### src/logic/coddc_pkg.sv
// Purpose: shared constants and types of the clock output divider and driver control
// Assumes: register word indices; byte address is four times the index
// Notes:   reset values and field positions of the four configuration registers
package coddc_pkg;

  // register word indices
  localparam logic [2:0] IDX_DIV_CFG = 3'h0;
  localparam logic [2:0] IDX_DRV_EN  = 3'h1;
  localparam logic [2:0] IDX_MODE    = 3'h2;
  localparam logic [2:0] IDX_AMP     = 3'h3;
  localparam logic [2:0] IDX_STATUS  = 3'h4;

  // reset values
  localparam logic [15:0] DIV_CFG_RST = 16'h8069;
  localparam logic [7:0]  DRV_EN_RST  = 8'h00;
  localparam logic [7:0]  MODE_RST    = 8'h6C;
  localparam logic [7:0]  AMP_RST     = 8'hB4;

  // writable bits; the rest read as zero
  localparam logic [15:0] DIV_CFG_WMASK = 16'hBFFF;
  localparam logic [15:0] DRV_EN_WMASK  = 16'h000F;
  localparam logic [15:0] BYTE_WMASK    = 16'h00FF;

  // divider ratio
  localparam int          RATIO_W   = 14;
  localparam logic [13:0] RATIO_MIN = 14'h000A;
  localparam logic [13:0] RATIO_RST = 14'h0069;

  // field positions
  localparam int DIV_REG_ON_BIT  = 15;
  localparam int DIS_STATE_LSB   = 2;
  localparam int FORCE_DIS_BIT   = 1;
  localparam int PD_BIT          = 0;
  localparam int CMOS_PH_LSB     = 6;
  localparam int LVDS_CM_LSB     = 4;
  localparam int HCSL_TERM_BIT   = 3;
  localparam int BIAS_BIT        = 2;
  localparam int TYPE_LSB        = 0;
  localparam int SWING_LSB       = 4;
  localparam int LVDS_AMP_BIT    = 3;

  // status word layout
  localparam int ST_ACTIVE_BIT   = 0;
  localparam int ST_POWERED_BIT  = 1;
  localparam int ST_DIV_RUN_BIT  = 2;
  localparam int ST_HELD_BIT     = 3;
  localparam int ST_CLAMP_BIT    = 4;
  localparam int ST_SWING_LSB    = 16;

  // hcsl swing in millivolts
  localparam logic [9:0] SWING_BASE_MV = 10'h0C8;
  localparam logic [9:0] SWING_STEP_MV = 10'h032;

  typedef enum logic [1:0] {
    TYPE_HCSL = 2'h0,
    TYPE_RSVD = 2'h1,
    TYPE_LVDS = 2'h2,
    TYPE_CMOS = 2'h3
  } coddc_type_t;

  typedef enum logic [1:0] {
    PH_SAME      = 2'h0,
    PH_OPPOSITE  = 2'h1,
    PH_TRUE_ONLY = 2'h2,
    PH_COMP_ONLY = 2'h3
  } coddc_phase_t;

  typedef enum logic [1:0] {
    DIS_LOW      = 2'h0,
    DIS_LOW_HIGH = 2'h1,
    DIS_HIZ      = 2'h2,
    DIS_RUN      = 2'h3
  } coddc_dis_t;

  function automatic logic [9:0] swing_mv(input logic [3:0] code);
    swing_mv = SWING_BASE_MV + ({6'h00, code} * SWING_STEP_MV);
  endfunction

endpackage

### src/logic/coddc_div_if.sv
// Purpose: link between the register block and the output divider
// Assumes: single clock domain
// Notes:   ratio is sampled by the divider only at a period boundary or while run is low
`timescale 1ns/1ps
interface coddc_div_if;
  logic [13:0] ratio;
  logic        run;
  logic        div_clk;

  modport ctl (output ratio, output run, input div_clk);
  modport div (input ratio, input run, output div_clk);
endinterface

### src/logic/coddc_divider.sv
// Purpose: output divider producing the divided clock level
// Assumes: source clock is clk_i
// Notes:   new ratio taken only at the rising boundary or while stopped, so no runt pulses
`timescale 1ns/1ps
module coddc_divider (
  // clock and reset
  input  wire logic clk_i,
  input  wire logic reset_n_i,
  // divider link
  coddc_div_if.div  div_if
);

  typedef struct packed {
    logic [13:0] cnt;
    logic [13:0] ratio;
    logic        lvl;
  } coddc_div_st_t;

  localparam coddc_div_st_t DIV_ST_RST = '{cnt: 14'h0000, ratio: coddc_pkg::RATIO_RST,
                                           lvl: 1'b0};

  coddc_div_st_t st_reg;
  coddc_div_st_t st_next;
  logic [13:0]   eff_ratio;

  always_comb begin
    st_next   = st_reg;
    // ratios below the minimum are clamped rather than trusted
    eff_ratio = (div_if.ratio < coddc_pkg::RATIO_MIN) ? coddc_pkg::RATIO_MIN : div_if.ratio;
    if (!div_if.run) begin
      st_next.cnt   = 14'h0000;
      st_next.ratio = eff_ratio;
      st_next.lvl   = 1'b0;
    end else if (st_reg.cnt >= (st_reg.ratio - 14'h0001)) begin
      st_next.cnt   = 14'h0000;
      st_next.ratio = eff_ratio;
      st_next.lvl   = 1'b1;
    end else begin
      st_next.cnt = st_reg.cnt + 14'h0001;
      if (st_next.cnt == (st_reg.ratio >> 1)) begin
        st_next.lvl = 1'b0;
      end
    end
  end

  always_ff @(posedge clk_i or negedge reset_n_i) begin
    if (!reset_n_i) begin
      st_reg <= DIV_ST_RST;
    end else begin
      st_reg <= st_next;
    end
  end

  assign div_if.div_clk = st_reg.lvl;
endmodule // coddc_divider

### src/logic/coddc_output_ctl.sv
// Purpose: register block and pin control of one clock output channel
// Assumes: Avalon-MM slave, word addressed, one cycle of waitrequest per access
// Notes:   pin states are registered, so they follow a register change one cycle later
// Function
// - bit 15 of divider config turns the divider regulator on; resets one
// - disabled-state field picks low/low, low/high, high-z or free running pins; low/low gives low/high on LVDS
// - forced-disable bit disables the driver; else other disable sources decide
// - power-down tri-states both pins and overrides every enable control
// - driver type field: 0 HCSL, 2 LVDS, 3 CMOS, 1 reserved; resets 0
// - CMOS phase field: same, opposite, true only, complement only; resets 1
// - LVDS common-mode field selects 700 to 1000 mV; resets to two
// - bit 3 enables internal 50-ohm HCSL termination; resets one
// - bit 2 of mode register enables driver bias; resets one
// - HCSL swing field, 200 mV plus 50 mV per code; resets 0xB
// - LVDS amplitude bit picks 350 or 400 mV; resets zero
//
// Chosen here: the register addresses and the Avalon-MM slave port.
`timescale 1ns/1ps
module coddc_output_ctl (
  // clock and reset
  input  wire logic        clk_i,
  input  wire logic        reset_n_i,
  // avalon-mm slave
  input  wire logic [2:0]  avs_address_i,
  input  wire logic        avs_read_i,
  input  wire logic        avs_write_i,
  input  wire logic [3:0]  avs_byteenable_i,
  input  wire logic [31:0] avs_writedata_i,
  output logic      [31:0] avs_readdata_o,
  output logic             avs_waitrequest_o,
  // external output enable, high enables
  input  wire logic        output_enable_i,
  // analog controls
  output logic             divider_regulator_on_o,
  output logic             driver_power_down_o,
  output logic             driver_bias_on_o,
  output logic             hcsl_term_on_o,
  output logic      [1:0]  driver_type_o,
  output logic      [1:0]  lvds_common_mode_select_o,
  output logic      [3:0]  hcsl_swing_select_o,
  output logic             lvds_amplitude_select_o,
  // output pin pair
  output logic             clock_out_true_o,
  output logic             clock_out_true_oe_o,
  output logic             clock_out_complement_o,
  output logic             clock_out_complement_oe_o
);

  typedef struct packed {
    logic [15:0] div_cfg;
    logic [7:0]  drv_en;
    logic [7:0]  mode;
    logic [7:0]  amp;
    logic        ack;
    logic [31:0] rdata;
    logic        pin_t;
    logic        pin_c;
    logic        oe_t;
    logic        oe_c;
  } coddc_ctl_st_t;

  localparam coddc_ctl_st_t CTL_ST_RST = '{
    div_cfg: coddc_pkg::DIV_CFG_RST,
    drv_en:  coddc_pkg::DRV_EN_RST,
    mode:    coddc_pkg::MODE_RST,
    amp:     coddc_pkg::AMP_RST,
    ack:     1'b0,
    rdata:   32'h0000_0000,
    pin_t:   1'b0,
    pin_c:   1'b0,
    oe_t:    1'b0,
    oe_c:    1'b0
  };

  coddc_ctl_st_t         st_reg;
  coddc_ctl_st_t         st_next;
  coddc_div_if           div_if ();

  logic                  req;
  logic                  pd;
  logic                  disabled;
  logic                  drive;
  logic                  held;
  logic                  clamp;
  logic                  dclk;
  logic [15:0]           wd16;
  logic [15:0]           tmp16;
  coddc_pkg::coddc_type_t  dtype;
  coddc_pkg::coddc_phase_t phase;
  coddc_pkg::coddc_dis_t   dstate;

  // byte-lane merge of a write into a register of up to 16 bits
  function automatic logic [15:0] lane_merge(input logic [15:0] old,
                                             input logic [15:0] wd,
                                             input logic [15:0] wmask,
                                             input logic [1:0]  be);
    logic [15:0] m;
    m          = wmask & {{8{be[1]}}, {8{be[0]}}};
    lane_merge = (old & ~m) | (wd & m);
  endfunction

  coddc_divider u_divider (
    .clk_i     (clk_i),
    .reset_n_i (reset_n_i),
    .div_if    (div_if)
  );

  assign div_if.ratio = st_reg.div_cfg[13:0];
  assign div_if.run   = st_reg.div_cfg[coddc_pkg::DIV_REG_ON_BIT];
  assign dclk         = div_if.div_clk;

  always_comb begin
    st_next = st_reg;
    req     = avs_read_i | avs_write_i;
    wd16    = avs_writedata_i[15:0];
    tmp16   = 16'h0000;

    // pin state from the current configuration
    dtype    = coddc_pkg::coddc_type_t'(st_reg.mode[1:0]);
    phase    = coddc_pkg::coddc_phase_t'(st_reg.mode[7:6]);
    dstate   = coddc_pkg::coddc_dis_t'(st_reg.drv_en[3:2]);
    pd       = st_reg.drv_en[coddc_pkg::PD_BIT];
    // the external enable is the other disable source
    disabled = st_reg.drv_en[coddc_pkg::FORCE_DIS_BIT] | ~output_enable_i;
    drive    = ~pd & (~disabled | (dstate == coddc_pkg::DIS_RUN));
    held     = ~pd & ~drive;
    clamp    = (st_reg.div_cfg[13:0] < coddc_pkg::RATIO_MIN);

    if (pd) begin
      // power-down wins over every enable source
      st_next.pin_t = 1'b0;
      st_next.pin_c = 1'b0;
      st_next.oe_t  = 1'b0;
      st_next.oe_c  = 1'b0;
    end else if (drive) begin
      st_next.oe_t = 1'b1;
      st_next.oe_c = 1'b1;
      case (dtype)
        coddc_pkg::TYPE_CMOS: begin
          case (phase)
            coddc_pkg::PH_SAME: begin
              st_next.pin_t = dclk;
              st_next.pin_c = dclk;
            end
            coddc_pkg::PH_OPPOSITE: begin
              st_next.pin_t = dclk;
              st_next.pin_c = ~dclk;
            end
            coddc_pkg::PH_TRUE_ONLY: begin
              st_next.pin_t = dclk;
              st_next.pin_c = 1'b0;
            end
            default: begin
              st_next.pin_t = 1'b0;
              st_next.pin_c = dclk;
            end
          endcase
        end
        default: begin
          // hcsl, lvds and the reserved code all drive a differential pair
          st_next.pin_t = dclk;
          st_next.pin_c = ~dclk;
        end
      endcase
    end else begin
      case (dstate)
        coddc_pkg::DIS_LOW: begin
          st_next.oe_t  = 1'b1;
          st_next.oe_c  = 1'b1;
          st_next.pin_t = 1'b0;
          st_next.pin_c = (dtype == coddc_pkg::TYPE_LVDS);
        end
        coddc_pkg::DIS_LOW_HIGH: begin
          st_next.oe_t  = 1'b1;
          st_next.oe_c  = 1'b1;
          st_next.pin_t = 1'b0;
          st_next.pin_c = 1'b1;
        end
        default: begin
          st_next.oe_t  = 1'b0;
          st_next.oe_c  = 1'b0;
          st_next.pin_t = 1'b0;
          st_next.pin_c = 1'b0;
        end
      endcase
    end

    // bus handshake: one wait cycle, then the access completes
    st_next.ack = req & ~st_reg.ack;

    if (avs_read_i && !st_reg.ack) begin
      case (avs_address_i)
        coddc_pkg::IDX_DIV_CFG: st_next.rdata = {16'h0000, st_reg.div_cfg};
        coddc_pkg::IDX_DRV_EN:  st_next.rdata = {24'h000000, st_reg.drv_en};
        coddc_pkg::IDX_MODE:    st_next.rdata = {24'h000000, st_reg.mode};
        coddc_pkg::IDX_AMP:     st_next.rdata = {24'h000000, st_reg.amp};
        coddc_pkg::IDX_STATUS:  st_next.rdata = {6'h00, coddc_pkg::swing_mv(st_reg.amp[7:4]),
                                                 11'h000, clamp, held, div_if.run, ~pd, drive};
        default:                st_next.rdata = 32'h0000_0000;
      endcase
    end

    if (avs_write_i && st_reg.ack) begin
      case (avs_address_i)
        coddc_pkg::IDX_DIV_CFG: begin
          st_next.div_cfg = lane_merge(st_reg.div_cfg, wd16, coddc_pkg::DIV_CFG_WMASK,
                                       avs_byteenable_i[1:0]);
        end
        coddc_pkg::IDX_DRV_EN: begin
          tmp16          = lane_merge({8'h00, st_reg.drv_en}, wd16,
                                      coddc_pkg::DRV_EN_WMASK, avs_byteenable_i[1:0]);
          st_next.drv_en = tmp16[7:0];
        end
        coddc_pkg::IDX_MODE: begin
          tmp16        = lane_merge({8'h00, st_reg.mode}, wd16,
                                    coddc_pkg::BYTE_WMASK, avs_byteenable_i[1:0]);
          st_next.mode = tmp16[7:0];
        end
        coddc_pkg::IDX_AMP: begin
          tmp16       = lane_merge({8'h00, st_reg.amp}, wd16,
                                   coddc_pkg::BYTE_WMASK, avs_byteenable_i[1:0]);
          st_next.amp = tmp16[7:0];
        end
        default: begin
          // status and unmapped words ignore writes
        end
      endcase
    end
  end

  always_ff @(posedge clk_i or negedge reset_n_i) begin
    if (!reset_n_i) begin
      st_reg <= CTL_ST_RST;
    end else begin
      st_reg <= st_next;
    end
  end

  assign avs_waitrequest_o         = req & ~st_reg.ack;
  assign avs_readdata_o            = st_reg.rdata;
  assign divider_regulator_on_o    = st_reg.div_cfg[coddc_pkg::DIV_REG_ON_BIT];
  assign driver_power_down_o       = st_reg.drv_en[coddc_pkg::PD_BIT];
  assign driver_bias_on_o          = st_reg.mode[coddc_pkg::BIAS_BIT];
  assign hcsl_term_on_o            = st_reg.mode[coddc_pkg::HCSL_TERM_BIT];
  assign driver_type_o             = st_reg.mode[1:0];
  assign lvds_common_mode_select_o = st_reg.mode[5:4];
  assign hcsl_swing_select_o       = st_reg.amp[7:4];
  assign lvds_amplitude_select_o   = st_reg.amp[coddc_pkg::LVDS_AMP_BIT];
  assign clock_out_true_o          = st_reg.pin_t;
  assign clock_out_true_oe_o       = st_reg.oe_t;
  assign clock_out_complement_o    = st_reg.pin_c;
  assign clock_out_complement_oe_o = st_reg.oe_c;
endmodule // coddc_output_ctl

### config.mk
export PLATFORM = sky130hd
export DESIGN_NAME = coddc_output_ctl
export DESIGN_NICKNAME = d
export VERILOG_FILES = /design/src/logic/coddc_pkg.sv /design/src/logic/coddc_div_if.sv /design/src/logic/coddc_divider.sv /design/src/logic/coddc_output_ctl.sv
export SDC_FILE = /design/constraint.sdc
export NUM_CORES = 1
export LEC_CHECK = 0
export ABC_AREA = 1
export BUFFER_PORTS_ARGS = -buffer_cell sky130_fd_sc_hd__buf_2
export CAP_MARGIN = 10
export CORE_ASPECT_RATIO = 0.5
export CORE_UTILIZATION = 61
export CTS_CLUSTER_SIZE = 20
export DETAILED_ROUTE_END_ITERATION = 12
export GPL_TIMING_DRIVEN = 0
export PLACE_DENSITY = 0.86
export SLEW_MARGIN = 15
export SYNTH_ARGS = -nofsm -noshare
export SYNTH_HDL_FRONTEND = slang
export SYNTH_SLANG_ARGS = --single-unit
### constraint.sdc
create_clock -name clk_i -period 5.5 [get_ports clk_i]
set_clock_uncertainty 0.1 [all_clocks]
set_input_delay 0.275 -clock clk_i [delete_from_list [all_inputs] [get_ports clk_i]]
set_output_delay 0.275 -clock clk_i [all_outputs]
set_load 0.05 [all_outputs]
==> results by group <==
Status
  – Status: finished, final reports clean

Final layout
  – Final core utilization: 0.759
  – Syn-to-layout area delta: 15.9%
  – Ant. Diodes: 0
  – Seq. cell area: between 2000 and 2500 um^2
  – Area of the multi-input gates: 2490 um^2
  – Layout cells sized above 1: 0.224
  – Filler instances: approximately 580
  – Final net count: ~830

Floorplanning
  – Core footprint: 8350 um^2
  – Number of I/O pins: 94
  – Die area: approximately 9400 um^2
  – Rows: 23
  – DIE HEIGHT: between 60 and 70 um
  – Die extent in x: between 100 and 150 um
  – Starting density of the core: 0.655

Critical path
  – CP top delay family: simple AND/OR/NAND/NOR gates
  – WP buf/inv: 7
  – CP max stage delay: 0.36 ns
  – CP Max Fanout: 10
  – Worst setup SP type: flip-flop
  – CP required: between 5 and 6 ns
  – Crit path DAT: 3.88 ns
  – CP most frequent cell: inv_1
  – CP Class: flip-flop to flip-flop
  – CP Capture Type: flip-flop
  – Crit-path slowest cell: dfstp_2
  – Crit-path cells: inv_1 > ha_1 > inv_1 > nor2_2 > inv_1 > nor3_2 > nand4_1 > nor3_1 > xor2_1 > inv_1 > ha_1 > nand2_1 > inv_1 > a31oi_1 > o21ai_0 > a21oi_1 > nand3_1 > nor2_4 > inv_2 > buf_6 > nand2_1 > o21ai_2
  – Flop-to-flop setup slack: 1.74 ns

Synth
  – Mean Syn Cell Area: 8.09 um^2
  – Synth Instances: 676
  – Post-synthesis sequential area ratio: 0.425
  – Yosys cell types: 44
  – Cell Area, Synth: around 5500 um^2
  – #FFs+latches synth: 92
  – Synth Warn #: 0
  – Ys async rst share: 1.00
  – Post-synth EDFFs: 0
  – Main synth FF type: dfrtp_1

Timing
  – Setup TNS: 0 ns
  – Final worst setup slack: approximately 1.7 ns
  – Max-slew violations: 0
  – Final period util: 0.683
  – Slew @ Worst Pin: 0.601 ns
  – Slew HR: 0.597
  – Final Hold Viols: 0
  – Max Fclk: between 200 and 300 MHz
  – Final setup violation count: 0
  – RSZ-0062 raised after global routing: false
  – Tmin final: approximately 3.8 ns

Global route
  – Total GRT Usage: 0.298
  – Largest net degree at the start of global routing: 61
  – Initial antenna violation count: 0
  – Global-route wire length before repair: between 20,000 and 25,000 um
  – Vias in the first global route: ~4,600
  – Gr ovfl total: 0

Clocking
  – Clock slew at reported path FFs: 0.07 ns
  – TritonCTS buffer count: 9
  – CTS Buffer Depth: 2
  – Clock insertion delay at the later pin of the skew report: between 0.3 and 0.4 ns
  – CTS root buffer: clkbuf_16
  – Max H-tree Level: 3
  – # clock sinks: just over 90
  – Setup bufs post-CTS: 0
  – CTS tree: yes

Power and ir drop
  – Lkg Pwr: 3.31 nW
  – Cell Pwr Density: about 470 nW/um^2
  – Peak supply drop: ~0.27 mV

Drt
  – DRT antenna net count: 0
  – WL per Instance: approximately 15 um
  – Total Wirelength: ~13,000 um
  – # DRC: 0
  – DR iter-0 viols: approximately 420
  – First-pass detailed-route iteration total: 5
  – Vias per cell: 5.46
  – Vias: just under 5,000

Place
  – Routability Congestion: between 0.8 and 0.9
  – Dpl ws: approximately 1.8 ns
  – Final HPWL DP: around 9400 um
  – Port bufs: between 60 and 70

Job
  – Maximum Capacitance Violations: 0

Hold path
  – HP Class: input port to flip-flop
==> layout by cell type (no fill, tap or decap), types with 9 or more instances in the layout <==
cell	instances
o21ai_0	58
a21oi_1	16
nand2_1	171
clkbuf_16	9
buf_4	43
inv_1	79
dfstp_2	17
dfrtp_1	75
nand4_1	11
nand3_1	34
ha_1	26
buf_2	65
nor2_1	52
xor2_1	15
==> final timing paths <==
path	start	endpoint	cells after the start
worst max register to register	u_divider.st_reg[1]	u_divider.st_reg[13]	22
worst min-delay path	avs_writedata_i[11]	flip-flop	2
min in group asynchronous	reset_n_i	avs_readdata_o[24]	2
worst max-delay path	u_divider.st_reg[1]	u_divider.st_reg[13]	22
worst min register to register	avs_readdata_o[13]	avs_readdata_o[13]	2
max in group asynchronous	reset_n_i	u_divider.st_reg[4]	3
==> report_power, final <==
group	internal (mW)	total [mW]	switching (mW)
Combinational	0.452	1.26	0.804
Sequential	0.848	1.02	0.168
Clock	0.416	0.692	0.275
Total	1.72	2.96	1.25
==> worst register-to-register path, delay by kind of cell (launching register included) <==
family | cells | cell delay (ns)
buffers and inverters | 7 | 0.70
AO/OA/AOI/OAI | 4 | 0.46
XOR/XNOR | 1 | 0.17
AND/OR/NAND/NOR | 8 | 1.35
flip-flops | 1 | 0.36
adder cells (fa/ha/maj) | 2 | 0.50
==> cell families after synthesis <==
family / Yosys count / synth area share
compound gates: 109 / 0.118
xor+xnor: 22 / 0.0352
fa+ha+maj: 27 / 0.0632
buf+inv: 133 / 0.124
flops: 92 / 0.425
mux: 3 / 0.00618
other cells: 1 / 0.000686
simple gates: 289 / 0.228
==> per-stage QoR <==
stage                     hold WS, ns  instances  total power, mW  instance area [um^2]
after floorplan                -0.121        683             1.96                  5490
after detailed placement        0.145        862             2.26                  5990
final                          0.0687        879             2.96                  6340
after global routing           0.0719        879             3.17                  6340
after global placement          0.363        861             2.20                  5960
after CTS                      0.0632        879             2.96                  6340
==> cells in the mapped netlist, types with 3 or more instances <==
library cell / n / area share
buf_4: 42 / 0.058
o31ai_1: 5 / 0.0069
clkbuf_1: 7 / 0.0048
a221oi_1: 3 / 0.0048
o21bai_1: 3 / 0.0041
xor2_1: 15 / 0.024
xnor2_1: 7 / 0.011
nand2_1: 171 / 0.12
mux2_2: 3 / 0.0062
a22oi_1: 3 / 0.0041
o21ai_0: 58 / 0.053
buf_6: 3 / 0.0062
dfrtp_1: 75 / 0.34
nor3_2: 3 / 0.0055
nand3_1: 34 / 0.031
dfstp_2: 17 / 0.082
nor2_4: 3 / 0.0062
nand4_1: 11 / 0.013
ha_1: 26 / 0.060
a21oi_1: 16 / 0.015
inv_1: 79 / 0.054
nor2_1: 52 / 0.036
a21oi_2: 6 / 0.0096
nor3_1: 5 / 0.0046
o21ai_2: 5 / 0.0080
==> area by class of cell <==
cell class              instances  area share
plain buffers                  52      0.0592
clock buffers                  10      0.0377
clock inverters                 6      0.0150
inverters                      81      0.0480
multi-input cells             458       0.393
flip-flops and latches         92       0.367
well taps                     112      0.0221
repair buffers                 68      0.0584
==> layer usage <==
metal  wire (um)  up-vias  global-route usage
li1            -     2320                   -
met1        5540     2261               0.376
met2        6280      200               0.541
met3         826       21              0.0512
met4         149        0              0.0750
met5           0        -                   0
==> repair_timing <==
item | CTS | global route
hold buffers | 1 | 0
gates resized for setup | 0 | 0
endpoints found under the hold margin | 22 | 0
Note: power is estimated with default switching activity, not from simulation.
